## src/core/power_ctl_defs.vh

```
// Purpose: Shared constants for the power-state and reset controller.
// Assumes: Included by bare name from every design file of the block.
// Notes: The poll time is given in ms and turned into a clock count here; the other windows are given in cycles.
`ifndef POWER_CTL_DEFS_VH
`define POWER_CTL_DEFS_VH

// Reference clock rate in kHz.
`define REF_CLK_KHZ 25000
// Sensor polling interval in ms and the derived cycle count.
`define POLL_INTERVAL_MS 35
`define POLL_CYCLES (`POLL_INTERVAL_MS * `REF_CLK_KHZ)
// Glitch window of the reset pin in reference clock cycles.
`define RST_FILT_CYCLES 16
// Cycles after entry to deep sleep before the alert pin is watched.
`define ALERT_SETTLE_CYCLES 4

// Register offsets.
`define CTL_ADDR 8'h00
`define STATUS_ADDR 8'h02
`define STATE_ADDR 8'h03
`define SLIDER_ADDR 8'h06

// Control register fields and reset value.
`define CTL_SLEEP_BIT 0
`define CTL_DEACTIVATE_CTL_BIT 1
`define CTL_DDOZE_BIT 2
`define CTL_STBY_LO 3
`define CTL_STBY_HI 4
`define CTL_RESET_VAL 5'h00

// Status register fields.
`define STAT_RESET_BIT 0
`define STAT_TOUCH_BIT 1

// Reset value of the slider position register.
`define SLIDER_RESET_VAL 8'h00

// Standby lamp modes for indicator_eleven.
`define STBY_OFF 2'h0
`define STBY_ON 2'h1
`define STBY_FOLLOW 2'h2
`define STBY_IDLE 2'h3

// Power state codes.
`define PST_ACTIVE 2'h0
`define PST_SLEEP 2'h1
`define PST_DEEP 2'h2
`define PST_INACT 2'h3

// Channel counts.
`define NUM_SENSORS 14
`define NUM_LAMPS 11
`define SLEEP_MASK_DEF 14'h0003

`endif

```

## src/core/reset_glitch_filter.v

```verilog
// Purpose: Synchronise the active-high reset pin and reject short glitches.
// Assumes: The pin is asynchronous to i_ref_clk.
// Notes: The filtered level follows only after FILT_CYCLES of a stable new level.
`timescale 1ns/1ps
`default_nettype none
`include "power_ctl_defs.vh"

module reset_glitch_filter #(
    parameter FILT_CYCLES = `RST_FILT_CYCLES
) (
    input wire i_ref_clk,
    input wire i_reset_n,
    input wire i_pin,
    output reg o_level
);

    reg sync1_q;
    reg sync2_q;
    reg sync3_q;
    reg [15:0] cnt_q;

    always @(posedge i_ref_clk) begin
        if (!i_reset_n) begin
            sync1_q <= 1'b0;
            sync2_q <= 1'b0;
            sync3_q <= 1'b0;
        end else begin
            sync1_q <= i_pin;
            sync2_q <= sync1_q;
            sync3_q <= sync2_q;
        end
    end

    // A new level counts once two stages agree and it has lasted the window.
    always @(posedge i_ref_clk) begin
        if (!i_reset_n) begin
            cnt_q <= 16'h0000;
            o_level <= 1'b0;
        end else if ((sync2_q != sync3_q) || (sync3_q == o_level)) begin
            cnt_q <= 16'h0000;
        end else if (cnt_q >= FILT_CYCLES[15:0] - 16'h0001) begin
            cnt_q <= 16'h0000;
            o_level <= sync3_q;
        end else begin
            cnt_q <= cnt_q + 16'h0001;
        end
    end

endmodule // reset_glitch_filter

`default_nettype wire

```

## src/core/power_state_reset_control.v

```verilog
// Purpose: Decode power states, gate sensing, bus and lamps, handle reset pin.
// Assumes: Register strobes come from the serial port logic on i_ref_clk.
// Notes: The alert pin is open drain; it is released in deep sleep and watched.
`timescale 1ns/1ps
`default_nettype none
`include "power_ctl_defs.vh"

module power_state_reset_control #(
    parameter POLL_CYCLES = `POLL_CYCLES,
    parameter RST_FILT_CYCLES = `RST_FILT_CYCLES,
    parameter [`NUM_SENSORS-1:0] SLEEP_MASK = `SLEEP_MASK_DEF
) (
    input wire i_ref_clk,
    input wire i_reset_n,
    input wire i_reset_pin,
    input wire i_alert_in,
    output reg o_alert_out,
    output reg o_alert_oe_n,
    input wire i_bus_hit,
    input wire i_reg_wr,
    input wire i_reg_rd,
    input wire [7:0] i_reg_addr,
    input wire [7:0] i_reg_wdata,
    output reg [7:0] o_reg_rdata,
    input wire [`NUM_SENSORS-1:0] i_sensor_en,
    input wire i_touch_irq,
    input wire i_slider_upd,
    input wire [7:0] i_slider_val,
    input wire [`NUM_LAMPS-1:0] i_lamp_drive,
    input wire [`NUM_LAMPS-1:0] i_lamp_idle,
    output reg [`NUM_LAMPS-1:0] o_lamp,
    output reg [`NUM_LAMPS-1:0] o_lamp_pwm_en,
    output reg [`NUM_SENSORS-1:0] o_scan_mask,
    output reg o_poll_tick,
    output reg o_bus_en,
    output reg o_blocks_reset,
    output reg o_clear_touch,
    output reg [`NUM_SENSORS-1:0] o_clear_mask,
    output reg [1:0] o_power_state
);

    localparam [1:0] ST_ACTIVE = `PST_ACTIVE;
    localparam [1:0] ST_SLEEP = `PST_SLEEP;
    localparam [1:0] ST_DEEP = `PST_DEEP;
    localparam [1:0] ST_INACT = `PST_INACT;

    wire pin_rst;
    reg pin_rst_q;
    reg [4:0] ctl_q;
    reg [1:0] stat_q;
    reg [7:0] slider_q;
    reg [1:0] state_q;
    reg [1:0] state_d;
    reg [`NUM_SENSORS-1:0] mask_d;
    reg [31:0] poll_cnt_q;
    reg [2:0] settle_q;
    reg al_s1_q;
    reg al_s2_q;
    reg al_s3_q;
    reg alert_lvl_q;
    reg wake;
    wire [1:0] stby_mode;
    wire enter_deep;
    wire ctl_hit;
    wire stat_hit;
    wire slider_hit;

    assign stby_mode = ctl_q[`CTL_STBY_HI:`CTL_STBY_LO];
    assign ctl_hit = (i_reg_addr == `CTL_ADDR);
    assign stat_hit = (i_reg_addr == `STATUS_ADDR);
    assign slider_hit = (i_reg_addr == `SLIDER_ADDR);
    assign enter_deep = (state_d == ST_DEEP) && (state_q != ST_DEEP);

    reset_glitch_filter #(
        .FILT_CYCLES(RST_FILT_CYCLES)
    ) u_reset_filter (
        .i_ref_clk(i_ref_clk),
        .i_reset_n(i_reset_n),
        .i_pin(i_reset_pin),
        .o_level(pin_rst)
    );

    // Alert pin synchroniser; the level is taken when stages two and three agree.
    always @(posedge i_ref_clk) begin
        if (!i_reset_n) begin
            al_s1_q <= 1'b1;
            al_s2_q <= 1'b1;
            al_s3_q <= 1'b1;
            alert_lvl_q <= 1'b1;
        end else begin
            al_s1_q <= i_alert_in;
            al_s2_q <= al_s1_q;
            al_s3_q <= al_s2_q;
            if (al_s2_q == al_s3_q) begin
                alert_lvl_q <= al_s3_q;
            end
        end
    end

    // Settle time lets the released alert line return high before it is watched.
    always @(posedge i_ref_clk) begin
        if (!i_reset_n || state_q != ST_DEEP) begin
            settle_q <= 3'h0;
        end else if (settle_q != `ALERT_SETTLE_CYCLES) begin
            settle_q <= settle_q + 3'h1;
        end
    end

    // Wake from deep sleep by an active-low alert or a bus access to us.
    always @* begin
        wake = 1'b0;
        if (state_q == ST_DEEP && !pin_rst && ctl_q[`CTL_DDOZE_BIT]) begin
            if (settle_q == `ALERT_SETTLE_CYCLES && !alert_lvl_q) begin
                wake = 1'b1;
            end else if (i_bus_hit) begin
                wake = 1'b1;
            end
        end
    end

    // Next power state from the control bits with their priority.
    always @* begin
        if (pin_rst || ctl_q[`CTL_DDOZE_BIT]) begin
            state_d = ST_DEEP;
        end else if (ctl_q[`CTL_DEACTIVATE_CTL_BIT]) begin
            state_d = ST_INACT;
        end else if (ctl_q[`CTL_SLEEP_BIT]) begin
            state_d = ST_SLEEP;
        end else begin
            state_d = ST_ACTIVE;
        end
    end

    // Channels scanned in the next state.
    always @* begin
        case (state_d)
            ST_ACTIVE: begin
                mask_d = i_sensor_en;
            end
            ST_SLEEP: begin
                mask_d = i_sensor_en & SLEEP_MASK;
            end
            default: begin
                mask_d = {`NUM_SENSORS{1'b0}};
            end
        endcase
    end

    // Control register; the hardware clears deep doze on wake.
    always @(posedge i_ref_clk) begin
        if (!i_reset_n || pin_rst) begin
            ctl_q <= `CTL_RESET_VAL;
        end else if (wake) begin
            ctl_q[`CTL_DDOZE_BIT] <= 1'b0;
        end else if (i_reg_wr && ctl_hit && state_q != ST_DEEP) begin
            ctl_q <= i_reg_wdata[4:0];
        end
    end

    // Status flags are set by events and cleared by writing one; a set wins.
    always @(posedge i_ref_clk) begin
        if (!i_reset_n || pin_rst) begin
            stat_q <= 2'h0;
        end else begin
            if (pin_rst_q) begin
                stat_q[`STAT_RESET_BIT] <= 1'b1;
            end else if (i_reg_wr && stat_hit && i_reg_wdata[`STAT_RESET_BIT]) begin
                stat_q[`STAT_RESET_BIT] <= 1'b0;
            end
            if (i_touch_irq && (state_q == ST_ACTIVE || state_q == ST_SLEEP)) begin
                stat_q[`STAT_TOUCH_BIT] <= 1'b1;
            end else if (i_reg_wr && stat_hit && i_reg_wdata[`STAT_TOUCH_BIT]) begin
                stat_q[`STAT_TOUCH_BIT] <= 1'b0;
            end
        end
    end

    // Slider position register, cleared when deep sleep is entered.
    always @(posedge i_ref_clk) begin
        if (!i_reset_n || pin_rst) begin
            slider_q <= `SLIDER_RESET_VAL;
        end else if (enter_deep) begin
            slider_q <= `SLIDER_RESET_VAL;
        end else if (i_reg_wr && slider_hit && state_q != ST_DEEP) begin
            slider_q <= i_reg_wdata;
        end else if (i_slider_upd && state_q != ST_DEEP) begin
            slider_q <= i_slider_val;
        end
    end

    // Power state, scan mask and clearing of touches on state changes.
    always @(posedge i_ref_clk) begin
        if (!i_reset_n) begin
            state_q <= ST_ACTIVE;
            pin_rst_q <= 1'b0;
            o_scan_mask <= {`NUM_SENSORS{1'b0}};
            o_clear_touch <= 1'b0;
            o_clear_mask <= {`NUM_SENSORS{1'b0}};
            o_power_state <= ST_ACTIVE;
            o_blocks_reset <= 1'b0;
        end else begin
            state_q <= state_d;
            pin_rst_q <= pin_rst;
            o_scan_mask <= mask_d;
            o_power_state <= state_d;
            o_blocks_reset <= pin_rst;
            o_clear_touch <= (state_d != state_q);
            if (state_d != state_q) begin
                o_clear_mask <= o_scan_mask & ~mask_d;
            end else begin
                o_clear_mask <= {`NUM_SENSORS{1'b0}};
            end
        end
    end

    // Polling tick while any channel is scanned.
    always @(posedge i_ref_clk) begin
        if (!i_reset_n || pin_rst) begin
            poll_cnt_q <= 32'h00000000;
            o_poll_tick <= 1'b0;
        end else if (mask_d == {`NUM_SENSORS{1'b0}}) begin
            poll_cnt_q <= 32'h00000000;
            o_poll_tick <= 1'b0;
        end else if (poll_cnt_q >= POLL_CYCLES - 1) begin
            poll_cnt_q <= 32'h00000000;
            o_poll_tick <= 1'b1;
        end else begin
            poll_cnt_q <= poll_cnt_q + 32'h00000001;
            o_poll_tick <= 1'b0;
        end
    end

    // Bus port enable and alert pin drive.
    always @(posedge i_ref_clk) begin
        if (!i_reset_n) begin
            o_bus_en <= 1'b1;
            o_alert_out <= 1'b0;
            o_alert_oe_n <= 1'b1;
        end else begin
            o_bus_en <= (state_d != ST_DEEP);
            o_alert_out <= 1'b0;
            if (state_d == ST_DEEP) begin
                o_alert_oe_n <= 1'b1;
            end else begin
                o_alert_oe_n <= ~(|stat_q);
            end
        end
    end

    // Lamp gating for all lamps but indicator_eleven.
    genvar g;
    generate
        for (g = 0; g < `NUM_LAMPS - 1; g = g + 1) begin : g_lamp
            always @(posedge i_ref_clk) begin
                if (!i_reset_n) begin
                    o_lamp[g] <= 1'b0;
                    o_lamp_pwm_en[g] <= 1'b0;
                end else begin
                    case (state_d)
                        ST_ACTIVE, ST_SLEEP: begin
                            o_lamp[g] <= i_lamp_drive[g];
                            o_lamp_pwm_en[g] <= 1'b1;
                        end
                        ST_DEEP: begin
                            o_lamp[g] <= i_lamp_idle[g];
                            o_lamp_pwm_en[g] <= 1'b0;
                        end
                        default: begin
                            o_lamp[g] <= 1'b0;
                            o_lamp_pwm_en[g] <= 1'b0;
                        end
                    endcase
                end
            end
        end
    endgenerate

    // indicator_eleven follows its standby setting in sleep states.
    always @(posedge i_ref_clk) begin
        if (!i_reset_n) begin
            o_lamp[`NUM_LAMPS-1] <= 1'b0;
            o_lamp_pwm_en[`NUM_LAMPS-1] <= 1'b0;
        end else begin
            case (state_d)
                ST_ACTIVE: begin
                    o_lamp[`NUM_LAMPS-1] <= i_lamp_drive[`NUM_LAMPS-1];
                    o_lamp_pwm_en[`NUM_LAMPS-1] <= 1'b1;
                end
                ST_SLEEP, ST_DEEP: begin
                    o_lamp_pwm_en[`NUM_LAMPS-1] <= (stby_mode == `STBY_FOLLOW);
                    case (stby_mode)
                        `STBY_OFF: begin
                            o_lamp[`NUM_LAMPS-1] <= 1'b0;
                        end
                        `STBY_ON: begin
                            o_lamp[`NUM_LAMPS-1] <= 1'b1;
                        end
                        `STBY_FOLLOW: begin
                            o_lamp[`NUM_LAMPS-1] <= i_lamp_drive[`NUM_LAMPS-1];
                        end
                        default: begin
                            o_lamp[`NUM_LAMPS-1] <= i_lamp_idle[`NUM_LAMPS-1];
                        end
                    endcase
                end
                default: begin
                    o_lamp[`NUM_LAMPS-1] <= 1'b0;
                    o_lamp_pwm_en[`NUM_LAMPS-1] <= 1'b0;
                end
            endcase
        end
    end

    // Register read data, one cycle after the strobe.
    always @(posedge i_ref_clk) begin
        if (!i_reset_n || pin_rst) begin
            o_reg_rdata <= 8'h00;
        end else if (i_reg_rd) begin
            if (ctl_hit) begin
                o_reg_rdata <= {3'h0, ctl_q};
            end else if (stat_hit) begin
                o_reg_rdata <= {6'h00, stat_q};
            end else if (i_reg_addr == `STATE_ADDR) begin
                o_reg_rdata <= {6'h00, state_q};
            end else if (slider_hit) begin
                o_reg_rdata <= slider_q;
            end else begin
                o_reg_rdata <= 8'h00;
            end
        end
    end

endmodule // power_state_reset_control

`default_nettype wire

```

## config.mk

```make
export PLATFORM = sky130hd
export DESIGN_NAME = power_state_reset_control
export DESIGN_NICKNAME = d
export VERILOG_FILES = /design/src/core/reset_glitch_filter.v /design/src/core/power_state_reset_control.v
export VERILOG_INCLUDE_DIRS = /design/src /design/src/core
export SDC_FILE = /design/constraint.sdc
export NUM_CORES = 1
export LEC_CHECK = 0
export ABC_CLOCK_PERIOD_IN_PS = 8300
export BUFFER_PORTS_ARGS = -buffer_cell sky130_fd_sc_hd__buf_2
export CORE_ASPECT_RATIO = 1.25
export CORE_MARGIN = 2
export CORE_UTILIZATION = 30
export CTS_BUF_LIST = sky130_fd_sc_hd__clkbuf_8
export CTS_CLUSTER_DIAMETER = 100
export DETAILED_ROUTE_END_ITERATION = 10
export GPL_ROUTABILITY_DRIVEN = 0
export PLACE_DENSITY = 0.53
export SLEW_MARGIN = 5
export SYNTH_ARGS = -nofsm -noshare
export SYNTH_HDL_FRONTEND = slang
export SYNTH_SLANG_ARGS = --single-unit
```

## constraint.sdc

```tcl
create_clock -name i_ref_clk -period 8.3 [get_ports i_ref_clk]
set_input_delay 1.66 -clock i_ref_clk [delete_from_list [all_inputs] [get_ports i_ref_clk]]
set_output_delay 1.66 -clock i_ref_clk [all_outputs]
set_load 0.05 [all_outputs]
```

* Word level (Yosys, flattened, before mapping) *
Cells that the tools add are included.

word-level totals
  register bits = 130
  input bits = 69
  output and inout port bits = 66
  logic and storage cells = 139

operators by class
  $add $sub $neg = 3
  $lt $le $gt $ge = 2
  equality and inequality tests = 17
  mux-type cells = 32
  bitwise logic cells = 6
  reduce and logical (&&, ||, !) cells = 41

operators by type and width
  kind                                                   number
  two-way mux 8 bit                                      6
  adder 32 x 1 -> 32 bit, second input constant          1
  >= comparator 32 x 20 -> 1 bit, second input constant  1
  one-hot mux 14 bit (2 select lines)                    1
  one-hot mux 1 bit (2 select lines)                     12
  adder 16 x 1 -> 16 bit, second input constant          1
  equality test 8 x 2 -> 1 bit, second input constant    2
  >= comparator 16 x 4 -> 1 bit, second input constant   1
  AND 14 bit                                             1
  zero test 14 bit                                       1
  NOT 14 bit                                             1
  OR reduction 2 bit                                     7
  logical AND 1 bit                                      13
  two-way mux 1 bit                                      10
  equality test 8 x 3 -> 1 bit, second input constant    1
  zero test 8 bit                                        1
  equality test 2 x 1 -> 1 bit, second input constant    3
  equality test 2 bit, second input constant             3
  zero test 2 bit                                        3
  AND reduction 2 bit                                    3
  nonzero test 2 bit                                     3
  OR reduction 3 bit                                     2
  logical OR 1 bit                                       5
  two-way mux 2 bit                                      2
  other kinds (10)                                       17

* Depth between registers and ports, before layout *
Gate-level depths: netlist (run 1).

  depth in word-level cells = 7
  gate-level depth with buffers = 11
  mapped depth without buffers = 8

* Cells and area by module *
Synthesis (run 1) repeated with hierarchy kept, for this count alone.

unflattened totals
  cells, all modules = 509
  area, all modules = 4,999.8 sq um

modules (own cells, without submodules)
  module                     times used  cells each  area an instance (sq um)
  power_state_reset_control  1           463         4,439.3
  reset_glitch_filter        1           46          560.5

* Worst setup path before layout (run 1) *
No wires, ideal clock.

  kind = input-to-reg
  start = input i_sensor_en[9]
  end = register poll_cnt_q[11]
  arrival = 3.159 ns
  slack = 5.009 ns
  stages = 5
  path buffers = 1
  path through = or4_1 o31a_1 o32ai_1 clkbuf_1 nor3_1

on the way
  word-level cells in the longest chain between the ends = 3

ends and longest elaborated chain
  what                                 line                             RTL
  from (decl)                          power_state_reset_control.v:25   input wire [`NUM_SENSORS-1:0] i_sensor_en,
  one-hot mux 14 bit (2 select lines)  power_state_reset_control.v:136  case (state_d)
  zero test 14 bit                     power_state_reset_control.v:221  end else if (mask_d == {`NUM_SENSORS{1'b0}}) begin
  OR reduction 3 bit (no source line)  --
  to (signal assigned)                 power_state_reset_control.v:228  poll_cnt_q <= poll_cnt_q + 32'h00000001;
  to (decl)                            power_state_reset_control.v:55   reg [31:0] poll_cnt_q;

Every way passes these cells.
A chain may end at the register's enable or synchronous reset.

* Worst setup path after layout (run 1) *
  start = register u_reset_filter.o_level
  end = register poll_cnt_q[2]

on the way
  word-level cells in the longest chain between the ends = 6
  elaborated cells between the ends (all ways) = 8
  classes of those cells = 1 x eq/ne; 2 x mux; 5 x reduce/logical

ends and longest elaborated chain
  what                                                             line                             RTL
  from (decl)                                                      reset_glitch_filter.v:14         output reg o_level
  from (signal assigned)                                           reset_glitch_filter.v:43         o_level <= sync3_q;
  logical OR 1 bit                                                 power_state_reset_control.v:123  if (pin_rst || ctl_q[`CTL_DDOZE_BIT]) begin
  two-way mux 2 bit                                                power_state_reset_control.v:123
  equality test 2 x 1 -> 1 bit or zero test 2 bit (tied branches)  power_state_reset_control.v:136
  one-hot mux 14 bit (2 select lines)                              power_state_reset_control.v:136
  zero test 14 bit                                                 power_state_reset_control.v:221
  OR reduction 3 bit (no source line) *                            --

Every way passes the cells marked *; elsewhere a longest branch is shown, timed or not.

==> run_results.csv, run 1 <==
group,metric,value,unit
cells_and_area,fin_nets,733,
timing,period_minus_slack,3.47,ns
yosys,yosysWarnings,0,
floorplanning,die-area,17500,um^2
place,dp_cells,852,
clock_tree,clk_pin_slew,0.08,ns
place,place_area,5810,um^2
global_route,grt_pass1_wl,19500,um
yosys,ys.flop_type,"dfxtp_1",
timing,hold_viol,0,
power_and_ir_drop,net-switching-power,0.000342,W
critical_path,cp_slowest_stage_delay,0.87,ns
yosys,synth_area_leaders,"dfxtp_1 53%, and3_1 3.6%, nor3_1 3.1%",
detailed_routing,postRouteAntennaNets,0,
timing,maxSlewHeadroom,0.300,
power_and_ir_drop,power,0.00126,W
run,maxCapViolCount,0,
detailed_routing,first_pass_iters,4,
yosys,synth_area_leader_cell,"dfxtp_1",
global_route,grt_overflow,0,
global_route,grt_start_max_net_pins,34,
hold_path,holdPathStages,1,
yosys,syn_inst,511,
timing,fin_skew,0.0147,ns
detailed_routing,vias_per_cell,4.68,
cells_and_area,drive_gt1_frac,0.259,
floorplanning,start_util,0.305,
yosys,synth_area_per_cell,9.64,um^2
power_and_ir_drop,p_leak,2.64,nW
critical_path,rr_endpoint,"poll_cnt_q[2]$_SDFF_PP0_",
outcome,outcome,"complete, no violations",
power_and_ir_drop,seqPwrFrac,0.514,
yosys,synth_most_common_cell,"dfxtp_1",
timing,setup_viol,0,
power_and_ir_drop,p_clk_frac,0.402,
yosys,synth_edf_count,0,
critical_path,crit_chain,"or3_1 -> inv_1 -> ha_1 -> nor4b_4 -> o31a_1 -> o32ai_1 -> buf_4 -> nor3_1",
timing,slew_viol_final,0,
hold_path,hp-class,"flip-flop to flip-flop",
power_and_ir_drop,p_sw_frac,0.271,
critical_path,crit_slowest_cell,"nor4b_4",
floorplanning,num_io_pins,135,
global_route,antenna_found_initial,0,
hold_path,hp-start,"al_s1_q$_SDFF_PN1_",
power_and_ir_drop,p_per_area,204,nW/um^2
global_route,grt_use_total,0.139,
place,port_buffers,133,
floorplanning,coreArea,16100,um^2
timing,fmax,0.288,GHz
detailed_routing,drcViolationCount,0,
detailed_routing,drt-total-wl,12000,um
clock_tree,numClockSinks,130,
cells_and_area,fin_cells,884,
timing,grt_setup_unrepaired,"false",
power_and_ir_drop,peakVddDrop,0.102,mV
yosys,synthTopCellsByCount,"130 x dfxtp_1, 31 x nor2_1, 31 x nor3_1",
cells_and_area,syn2layout_area_growth,25.5,%
timing,tns,0,ns
cells_and_area,diodes,0,
detailed_routing,vias,4136,
yosys,synthesis.area,4930,um^2
floorplanning,die_w,119,um
detailed_routing,drt_iter0_markers,297,
critical_path,path_max_fanout,25,
yosys,ys_seq_elements,130,
floorplanning,rows,52,
place,dp_hpwl,8940,um
floorplanning,die_h,147,um
detailed_routing,wire_per_inst,13.6,um
yosys,synth_top_area_frac,0.528,
critical_path,r2r_setup_slack,4.83,ns
critical_path,startpoint_type,"flip-flop",
yosys,synth.distinct_cells,51,
clock_tree,clk_path_buf_depth,2,
hold_path,holdPathEnd,"al_s2_q$_SDFF_PN1_",
clock_tree,postCtsSetupBuffers,0,
timing,tightest_slew,1.05,ns
clock_tree,htreeDepth,4,
timing,fin_hold_ws,0.412,ns
clock_tree,cts_buffers,17,
power_and_ir_drop,pwr-share-comb,0.084,
timing,fin_crit_sh,0.418,
critical_path,reg2reg_from,"u_reset_filter.o_level$_SDFFE_PN0P_",
clock_tree,cts_tree,"built",
critical_path,cp.required,8.64,ns
clock_tree,cts-root-buf,"clkbuf_8",
power_and_ir_drop,p_int,0.000923,W
global_route,grt_pass1_vias,4044,
clock_tree,cts_resized,0,
yosys,synth_seq_area_share,0.528,
cells_and_area,design_area,6190,um^2
critical_path,worst_setup_path_end_kind,"flip-flop",
clock_tree,clk_latency,0.44,ns
critical_path,worstSetupPathType,"flip-flop to flip-flop",
critical_path,arrival,3.81,ns
clock_tree,hold_buffers,0,
yosys,synthArstFlopShare,0,
critical_path,r2r_cells,8,
## through the flow
stage	setup slack [ns]	utilization
floorplan	5.01	-
global placement	4.49	0.360
detailed placement	4.34	0.360
CTS	4.75	0.383
global route	4.47	0.383
finish	4.83	0.383
## worst max path at each step
stage | to | startpoint | slack [ns] | depth (start not counted)
2_1_floorplan | poll_cnt_q[11]$_SDFF_PP0_ | i_sensor_en[9] | 5.01 | 5
3_3_place_gp | poll_cnt_q[19]$_SDFF_PP0_ | i_reset_n | 4.49 | 4
3_5_place_dp | poll_cnt_q[19]$_SDFF_PP0_ | i_reset_n | 4.34 | 4
4_1_cts | poll_cnt_q[2]$_SDFF_PP0_ | u_reset_filter.o_level$_SDFFE_PN0P_ | 4.75 | 8
5_1_grt | poll_cnt_q[11]$_SDFF_PP0_ | u_reset_filter.o_level$_SDFFE_PN0P_ | 4.47 | 8
6_report | poll_cnt_q[2]$_SDFF_PP0_ | u_reset_filter.o_level$_SDFFE_PN0P_ | 4.83 | 8
## layout make-up
cell class                      count  area [um^2]
Sequential cell                   130         2600
Tap cell                          216          270
Multi-Input combinational cell    356         2200
Fill cell                        1687         9950
Inverter                           16         60.1
Clock inverter                     14          131
Clock buffer                       18          248
Timing Repair Buffer              134          673
## power groups by stage
stage	Sequential [W]	Clock, W	Combinational [W]
after global routing	0.000652	0.000550	0.000115
after floorplan	0.000694	0	0.0000419
after global placement	0.000664	0	0.000105
final	0.000650	0.000508	0.000107
after CTS	0.000650	0.000524	0.000107
after detailed placement	0.000665	0	0.000107
## per-layer routing
metal  global-route usage  vias to the layer above  part of all wire
met1                0.164                     1927              0.43
met4               0.0518                        0             0.012
met3               0.0411                       10             0.050
met5                    0                        -                 0
met2                0.238                      108              0.50
li1                     -                     2091                 -
## sequential cells by signal, summed over array words and instances (netlist names), 2 cells and up
| register | flops |
|---|---|
| poll_cnt_q | 32 |
| settle_q | 3 |
| slider_q | 8 |
| stat_q | 2 |
| state_q | 2 |
| o_scan_mask | 14 |
| o_reg_rdata | 8 |
| o_clear_mask | 14 |
| o_lamp_pwm_en | 2 |
| u_reset_filter.cnt_q | 16 |
| ctl_q | 5 |
| o_lamp | 11 |
## logic make-up (layout without fill, tap and decap cells)
logic type / count (synthesis) / after routing / synth area share
AO/OA/AOI/OAI: 87 / 87 / 0.120
other: 1 / 25 / 0.000761
buffers and inverters: 49 / 182 / 0.0452
multiplexers: 8 / 8 / 0.0162
AND/OR/NAND/NOR: 211 / 211 / 0.239
XOR/XNOR: 16 / 16 / 0.0284
adder cells (fa/ha/maj): 9 / 9 / 0.0228
flip-flops: 130 / 130 / 0.528
## cell usage in the layout, fill, tap and decap left out, types with 4 or more instances in the layout
master,instances
a211oi_1,16
a21oi_1,18
a22oi_1,13
and2_1,6
and3_1,28
and4_1,4
buf_2,133
clkbuf_8,18
clkinvlp_4,4
conb_1,25
dfxtp_1,130
ha_1,9
inv_1,16
inv_6,4
mux2i_1,8
nand2_1,30
nand2b_1,15
nand3_1,18
nand3b_1,7
nor2_1,31
nor3_1,31
nor4_1,14
o21ai_0,16
o31a_1,4
or3_1,7
or4_1,6
xnor2_1,14
## critical path, delay by kind of cell (launching register included)
family / cells / cell delay, ns
AND/OR/NAND/NOR: 3 / 1.60
AO/OA/AOI/OAI: 2 / 0.41
adder cells (fa/ha/maj): 1 / 0.32
buffers and inverters: 2 / 0.59
flip-flops: 1 / 0.43
Power figures use the tool's default switching activity.
==> run 2: changes to the inputs <==
--- a/config.mk
+++ b/config.mk
@@ -6,7 +6,7 @@
 export SDC_FILE = /design/constraint.sdc
 export NUM_CORES = 1
 export LEC_CHECK = 0
-export ABC_CLOCK_PERIOD_IN_PS = 8300
+export ABC_CLOCK_PERIOD_IN_PS = 3300
 export BUFFER_PORTS_ARGS = -buffer_cell sky130_fd_sc_hd__buf_2
 export CORE_ASPECT_RATIO = 1.25
 export CORE_MARGIN = 2
==> constraint.sdc (replaced) <==
create_clock -name i_ref_clk -period 3.3 [get_ports i_ref_clk]
set_input_delay 0.66 -clock i_ref_clk [delete_from_list [all_inputs] [get_ports i_ref_clk]]
set_output_delay 0.66 -clock i_ref_clk [all_outputs]
set_load 0.05 [all_outputs]
==> run_results.csv, run 2 (synthesized netlist as in run 1, its figures left out) <==
group,metric,value,unit
global_route,grt_start_max_net_pins,33,
detailed_routing,drcViolationCount,0,
global_route,antenna_found_initial,0,
detailed_routing,wire_per_inst,12.9,um
timing,layout_setup_ws,0.750,ns
floorplanning,die_h,147,um
critical_path,worst_setup_path_end_kind,"flip-flop",
timing,maxSlewHeadroom,0.451,
critical_path,reg2reg_from,"u_reset_filter.o_level$_SDFFE_PN0P_",
hold_path,holdPathStages,1,
power_and_ir_drop,p_leak,2.67,nW
power_and_ir_drop,p_sw_frac,0.268,
place,port_buffers,133,
timing,tightest_slew,0.824,ns
clock_tree,postCtsSetupBuffers,0,
timing,tns,0,ns
floorplanning,rows,52,
clock_tree,cts_buffers,17,
hold_path,hp-start,"al_s1_q$_SDFF_PN1_",
power_and_ir_drop,pwr-share-comb,0.085,
clock_tree,cts-root-buf,"clkbuf_8",
cells_and_area,top_regs,"poll_cnt_q x32, u_reset_filter.cnt_q x16",
power_and_ir_drop,p_int,0.00230,W
detailed_routing,vias,4112,
global_route,grt_overflow,0,
cells_and_area,diodes,0,
place,place_ws,0.735,ns
critical_path,r2r_cells,9,
clock_tree,cts_tree,"built",
global_route,grt_use_total,0.134,
clock_tree,clk_path_buf_depth,2,
detailed_routing,vias_per_cell,4.63,
power_and_ir_drop,seqPwrFrac,0.520,
global_route,grt_pass1_wl,19000,um
clock_tree,clk_latency,0.42,ns
timing,fin_skew,0.0113,ns
detailed_routing,drt_iter0_markers,246,
timing,hold_viol,0,
detailed_routing,postRouteAntennaNets,0,
clock_tree,hold_buffers,0,
power_and_ir_drop,power,0.00314,W
power_and_ir_drop,peakVddDrop,0.222,mV
power_and_ir_drop,p_clk_frac,0.395,
critical_path,cp.required,3.62,ns
timing,fmax,0.392,GHz
timing,setup_viol,0,
cells_and_area,largest_register_ffs,32,
detailed_routing,drt-total-wl,11500,um
power_and_ir_drop,p_per_area,506,nW/um^2
timing,fin_crit_sh,0.773,
cells_and_area,drive_gt1_frac,0.264,
timing,slew_viol_final,0,
cells_and_area,largest_register,"poll_cnt_q",
floorplanning,die-area,17500,um^2
global_route,grt_pass1_vias,3927,
outcome,outcome,"complete, no violations",
cells_and_area,syn2layout_area_growth,26.1,%
run,maxCapViolCount,0,
critical_path,worstSetupPathType,"flip-flop to flip-flop",
power_and_ir_drop,net-switching-power,0.000842,W
critical_path,startpoint,"u_reset_filter.o_level$_SDFFE_PN0P_",
cells_and_area,fin_util,0.385,
clock_tree,clk_pin_slew,0.08,ns
place,dp_hpwl,8720,um
cells_and_area,layout_commonest_cell,"buf_2",
timing,fin_hold_ws,0.417,ns
critical_path,arrival,2.87,ns
timing,grt_setup_unrepaired,"false",
critical_path,path_max_fanout,25,
clock_tree,cts_resized,0,
cells_and_area,fin_nets,738,
clock_tree,htreeDepth,4,
hold_path,hp-class,"flip-flop to flip-flop",
detailed_routing,first_pass_iters,4,
floorplanning,coreArea,16100,um^2
floorplanning,num_io_pins,135,
floorplanning,start_util,0.305,
clock_tree,numClockSinks,130,
cells_and_area,final_cell_mix,"133 x buf_2, 130 x dfxtp_1, 31 x nor2_1, 31 x nor3_1, 30 x nand2_1",
timing,period_minus_slack,2.55,ns
floorplanning,die_w,119,um
critical_path,startpoint_type,"flip-flop",
[run 2: cell types whose count changed in the layout (fill, tap and decap cells not counted)]
cell	previous run	this run
clkbuf_8	18	17
clkinv_2	2	4
clkinvlp_4	4	3
buf_4	1	6
[run 2: final cells by class]
type	instances	area, um^2
Fill cell	1663	9920
Multi-Input combinational cell	356	2200
Clock inverter	15	134
Sequential cell	130	2600
Timing Repair Buffer	139	711
Tap cell	216	270
Clock buffer	17	234
Inverter	16	60.1
[run 2: worst max-delay path: stages (launching register included)]
cell and delay [ns]:
dfxtp_1 0.41, or3_1 0.53, inv_1 0.11, ha_1 0.23, nor4b_4 0.21, buf_4 0.28, o31a_1 0.20, o32ai_1 0.09
buf_4 0.20, a211oi_1 0.18
[run 2: power by group through the flow]
stage	clock (W)	combinational (W)	sequential (W)
floorplan	0	0.000105	0.00174
global placement	0	0.000267	0.00167
detailed placement	0	0.000268	0.00167
CTS	0.00128	0.000269	0.00164
global route	0.00136	0.000288	0.00164
finish	0.00124	0.000267	0.00163
[run 2: final timing paths]
path	slack, ns	endpoint
worst max register to register	0.75	poll_cnt_q[14]$_SDFF_PP0_
worst min-delay path	0.42	al_s2_q$_SDFF_PN1_
worst min register to register	0.42	al_s2_q$_SDFF_PN1_
worst max-delay path	0.75	poll_cnt_q[14]$_SDFF_PP0_
[run 2: metal layers]
layer / vias up / global-route usage / part of all wire / routed length [um]
met5: - / 0 / 0 / 0
met4: 0 / 0.0482 / 0.0090 / 103
met3: 4 / 0.0326 / 0.047 / 542
met2: 107 / 0.227 / 0.50 / 5740
met1: 1904 / 0.165 / 0.44 / 5120
li1: 2097 / - / - / -
[run 2: through the flow]
step	instance area, um^2	instances
after floorplan	5020	535
after global placement	5850	857
after detailed placement	5850	857
after CTS	6210	889
after global routing	6210	889
final	6210	889
==> run 3: changes to the inputs <==
--- a/config.mk
+++ b/config.mk
@@ -6,7 +6,8 @@
 export SDC_FILE = /design/constraint.sdc
 export NUM_CORES = 1
 export LEC_CHECK = 0
-export ABC_CLOCK_PERIOD_IN_PS = 3300
+export ABC_AREA = 1
+export ABC_CLOCK_PERIOD_IN_PS = 2350
 export BUFFER_PORTS_ARGS = -buffer_cell sky130_fd_sc_hd__buf_2
 export CORE_ASPECT_RATIO = 1.25
 export CORE_MARGIN = 2
@@ -15,7 +16,7 @@
 export CTS_CLUSTER_DIAMETER = 100
 export DETAILED_ROUTE_END_ITERATION = 10
 export GPL_ROUTABILITY_DRIVEN = 0
-export PLACE_DENSITY = 0.53
+export PLACE_DENSITY = 0.52
 export SLEW_MARGIN = 5
 export SYNTH_ARGS = -nofsm -noshare
 export SYNTH_HDL_FRONTEND = slang
==> constraint.sdc (replaced) <==
create_clock -name i_ref_clk -period 2.35 [get_ports i_ref_clk]
set_input_delay 0.47 -clock i_ref_clk [delete_from_list [all_inputs] [get_ports i_ref_clk]]
set_output_delay 0.47 -clock i_ref_clk [all_outputs]
set_load 0.05 [all_outputs]
==> run_results.csv, run 3 <==
group,metric,value,unit
outcome,outcome,"complete, no violations",
clock_tree,hold_buffers,0,
clock_tree,cts_tree,"built",
cells_and_area,largest_register_ffs,32,
yosys,synth_seq_area_share,0.486,
yosys,yosysWarnings,0,
power_and_ir_drop,power,0.00486,W
critical_path,path_max_fanout,20,
global_route,grt_pass1_wl,21500,um
power_and_ir_drop,pwr-share-comb,0.090,
power_and_ir_drop,p_clk_frac,0.437,
floorplanning,die_w,124,um
critical_path,startpoint_type,"flip-flop",
yosys,synth_area_leaders,"dfxtp_1 49%, nand2_1 9.7%, nor2_1 5.1%",
yosys,synth_edf_count,0,
critical_path,worstSetupPathType,"flip-flop to flip-flop",
yosys,synth_top_area_frac,0.486,
timing,grt_setup_unrepaired,"false",
critical_path,crit_chain,"nor2_2 -> o21ai_1 -> ha_2 -> nand2_1 -> inv_1 -> o21ai_0 -> nand2_1 -> nor2_1 -> nand2_2 -> nand2_2 -> buf_12 -> nor3b_2",
timing,fin_skew,0.00965,ns
power_and_ir_drop,p_leak,3.06,nW
floorplanning,num_io_pins,135,
global_route,grt_overflow,0,
global_route,grt_use_total,0.149,
cells_and_area,layout_commonest_cell,"nand2_1",
detailed_routing,wire_per_inst,12.9,um
cells_and_area,fin_nets,900,
critical_path,crit_slowest_cell,"dfxtp_1",
detailed_routing,first_pass_iters,5,
timing,slew_viol_final,0,
detailed_routing,drcViolationCount,0,
power_and_ir_drop,p_int,0.00365,W
global_route,grt_pass1_vias,4456,
power_and_ir_drop,p_per_area,720,nW/um^2
yosys,ys.flop_type,"dfxtp_1",
yosys,syn_inst,661,
clock_tree,cts_buffers,17,
timing,hold_viol,0,
clock_tree,cts-root-buf,"clkbuf_8",
clock_tree,htreeDepth,4,
power_and_ir_drop,seqPwrFrac,0.474,
yosys,ys_seq_elements,130,
power_and_ir_drop,p_sw_frac,0.248,
critical_path,cp.required,2.66,ns
floorplanning,die-area,19000,um^2
detailed_routing,drt-total-wl,13600,um
cells_and_area,syn2layout_area_growth,25.9,%
yosys,synth.distinct_cells,41,
critical_path,worst_setup_path_end_kind,"flip-flop",
cells_and_area,top_regs,"poll_cnt_q x32, u_reset_filter.cnt_q x16",
yosys,synth_area_leader_cell,"dfxtp_1",
timing,fin_crit_sh,0.861,
global_route,antenna_found_initial,1,
clock_tree,numClockSinks,130,
yosys,synth-compound-area-share,0.0806,
yosys,synthesis.area,5360,um^2
cells_and_area,final_cell_mix,"138 x nand2_1, 133 x buf_2, 130 x dfxtp_1",
yosys,synthAdderAreaFrac,0.0210,
yosys,muxShareOfSynthArea,0,
global_route,grt_start_max_net_pins,25,
run,maxCapViolCount,0,
floorplanning,coreArea,17500,um^2
cells_and_area,largest_register,"poll_cnt_q",
cells_and_area,fillers,1858,
power_and_ir_drop,net-switching-power,0.00120,W
timing,setup_viol,0,
timing,maxSlewHeadroom,0.573,
timing,period_minus_slack,2.02,ns
hold_path,hp-class,"input pin to flip-flop",
place,port_buffers,133,
detailed_routing,vias_per_cell,4.39,
cells_and_area,drive_gt1_frac,0.276,
critical_path,arrival,2.34,ns
timing,tns,0,ns
clock_tree,clk_pin_slew,0.08,ns
yosys,synthTopCellsByCount,"138 x nand2_1, 130 x dfxtp_1, 73 x nor2_1",
clock_tree,clk_path_buf_depth,2,
floorplanning,start_util,0.306,
yosys,synthXorXnorAreaFrac,0.0308,
place,dp_hpwl,10500,um
yosys,synth_top_family_by_area,"simple AND/OR/NAND/NOR gates",
clock_tree,postCtsSetupBuffers,0,
detailed_routing,vias,4646,
floorplanning,die_h,153,um
detailed_routing,drt_iter0_markers,229,
clock_tree,clk_latency,0.44,ns
yosys,yosys.area_share.simple,0.296,
yosys,synthArstFlopShare,0,
detailed_routing,postRouteAntennaNets,0,
timing,tightest_slew,0.638,ns
critical_path,cp_slowest_stage_delay,0.36,ns
yosys,synth_area_per_cell,8.11,um^2
yosys,synth_most_common_cell,"nand2_1",
floorplanning,rows,54,
timing,fmax,0.494,GHz
power_and_ir_drop,peakVddDrop,0.298,mV
cells_and_area,diodes,0,
run 3: cell types whose count changed after synthesis, sizes merged, moves of 11 or more:
cell    before  now
buf         12   23
clkbuf      21    3
o21ai       16   33
a22oi       13    0
a21oi       18   38
nand2b      15    0
inv         16   68
nand2       30  143
nand3       19   32
nor2        31   88
and3        28    0
a211oi      16    3
run 3: worst max-delay path, delay by kind of cell, from the launching register on:
kind | cells | cell delay (ns)
DFF | 1 | 0.36
and+or+nand+nor | 7 | 0.73
AOI/OAI and AO/OA | 2 | 0.26
adders and majority gates | 1 | 0.30
buffers and inverters | 2 | 0.23
run 3: logic make-up after synthesis:
family,count (synthesis)
AOI/OAI and AO/OA,78
buffers and inverters,96
xor gates and xnor gates,18
other,1
DFF,130
and+or+nand+nor,329
adders and majority gates,9
run 3: routing by layer:
| layer | share of wire | vias to the layer above | global-route usage |
|---|---|---|---|
| met1 | 0.41 | 2072 | 0.163 |
| met4 | 0.030 | 2 | 0.0698 |
| met3 | 0.049 | 28 | 0.0478 |
| li1 | - | 2422 | - |
| met2 | 0.51 | 122 | 0.258 |
| met5 | 0.00096 | - | 0 |
run 3: area by class of cell:
class	instances	area, um^2	share of cell area
Sequential cell	130	2600	0.386
Multi-Input combinational cell	459	2390	0.355
Timing Repair Buffer	144	761	0.113
Clock buffer	21	289	0.0429
Tap cell	224	280	0.0416
Inverter	70	263	0.0390
Clock inverter	10	156	0.0232
run 3: final timing paths:
| path | start | slack, ns | endpoint | cells after the start |
|---|---|---|---|---|
| setup / recovery | u_reset_filter.o_level$_SDFFE_PN0P_ | 0.33 | poll_cnt_q[12]$_SDFF_PP0_ | 12 |
| hold / removal | i_reset_pin | 0.21 | u_reset_filter.sync1_q$_SDFF_PN0_ | 3 |
| setup reg to reg | u_reset_filter.o_level$_SDFFE_PN0P_ | 0.33 | poll_cnt_q[12]$_SDFF_PP0_ | 12 |
| hold reg to reg | al_s1_q$_SDFF_PN1_ | 0.40 | al_s2_q$_SDFF_PN1_ | 1 |
run 3: metrics by stage:
step / worst slack (ns) / cell area (um^2) / hold slack [ns] / utilization / instances
3_5_place_dp: 0.136 / 6300 / 0.399 / 0.360 / 1027
6_report: 0.326 / 6740 / 0.206 / 0.385 / 1058
3_3_place_gp: 0.199 / 6300 / 0.397 / 0.360 / 1027
4_1_cts: 0.120 / 6740 / 0.175 / 0.385 / 1058
2_1_floorplan: 0.181 / 5450 / 0.390 / - / 685
5_1_grt: 0.0446 / 6740 / 0.190 / 0.385 / 1058
run 3: timing repair:
item	CTS	global route
gates resized for setup	0	1
endpoints found under the hold margin	0	0
setup endpoints to repair	0	20
run 3: power by group through the flow:
stage	Combinational, W	Clock (W)	Sequential, W
after floorplan	0.000190	0	0.00246
after global placement	0.000441	0	0.00235
after detailed placement	0.000439	0	0.00235
after CTS	0.000440	0.00218	0.00230
after global routing	0.000473	0.00227	0.00230
final	0.000436	0.00212	0.00230
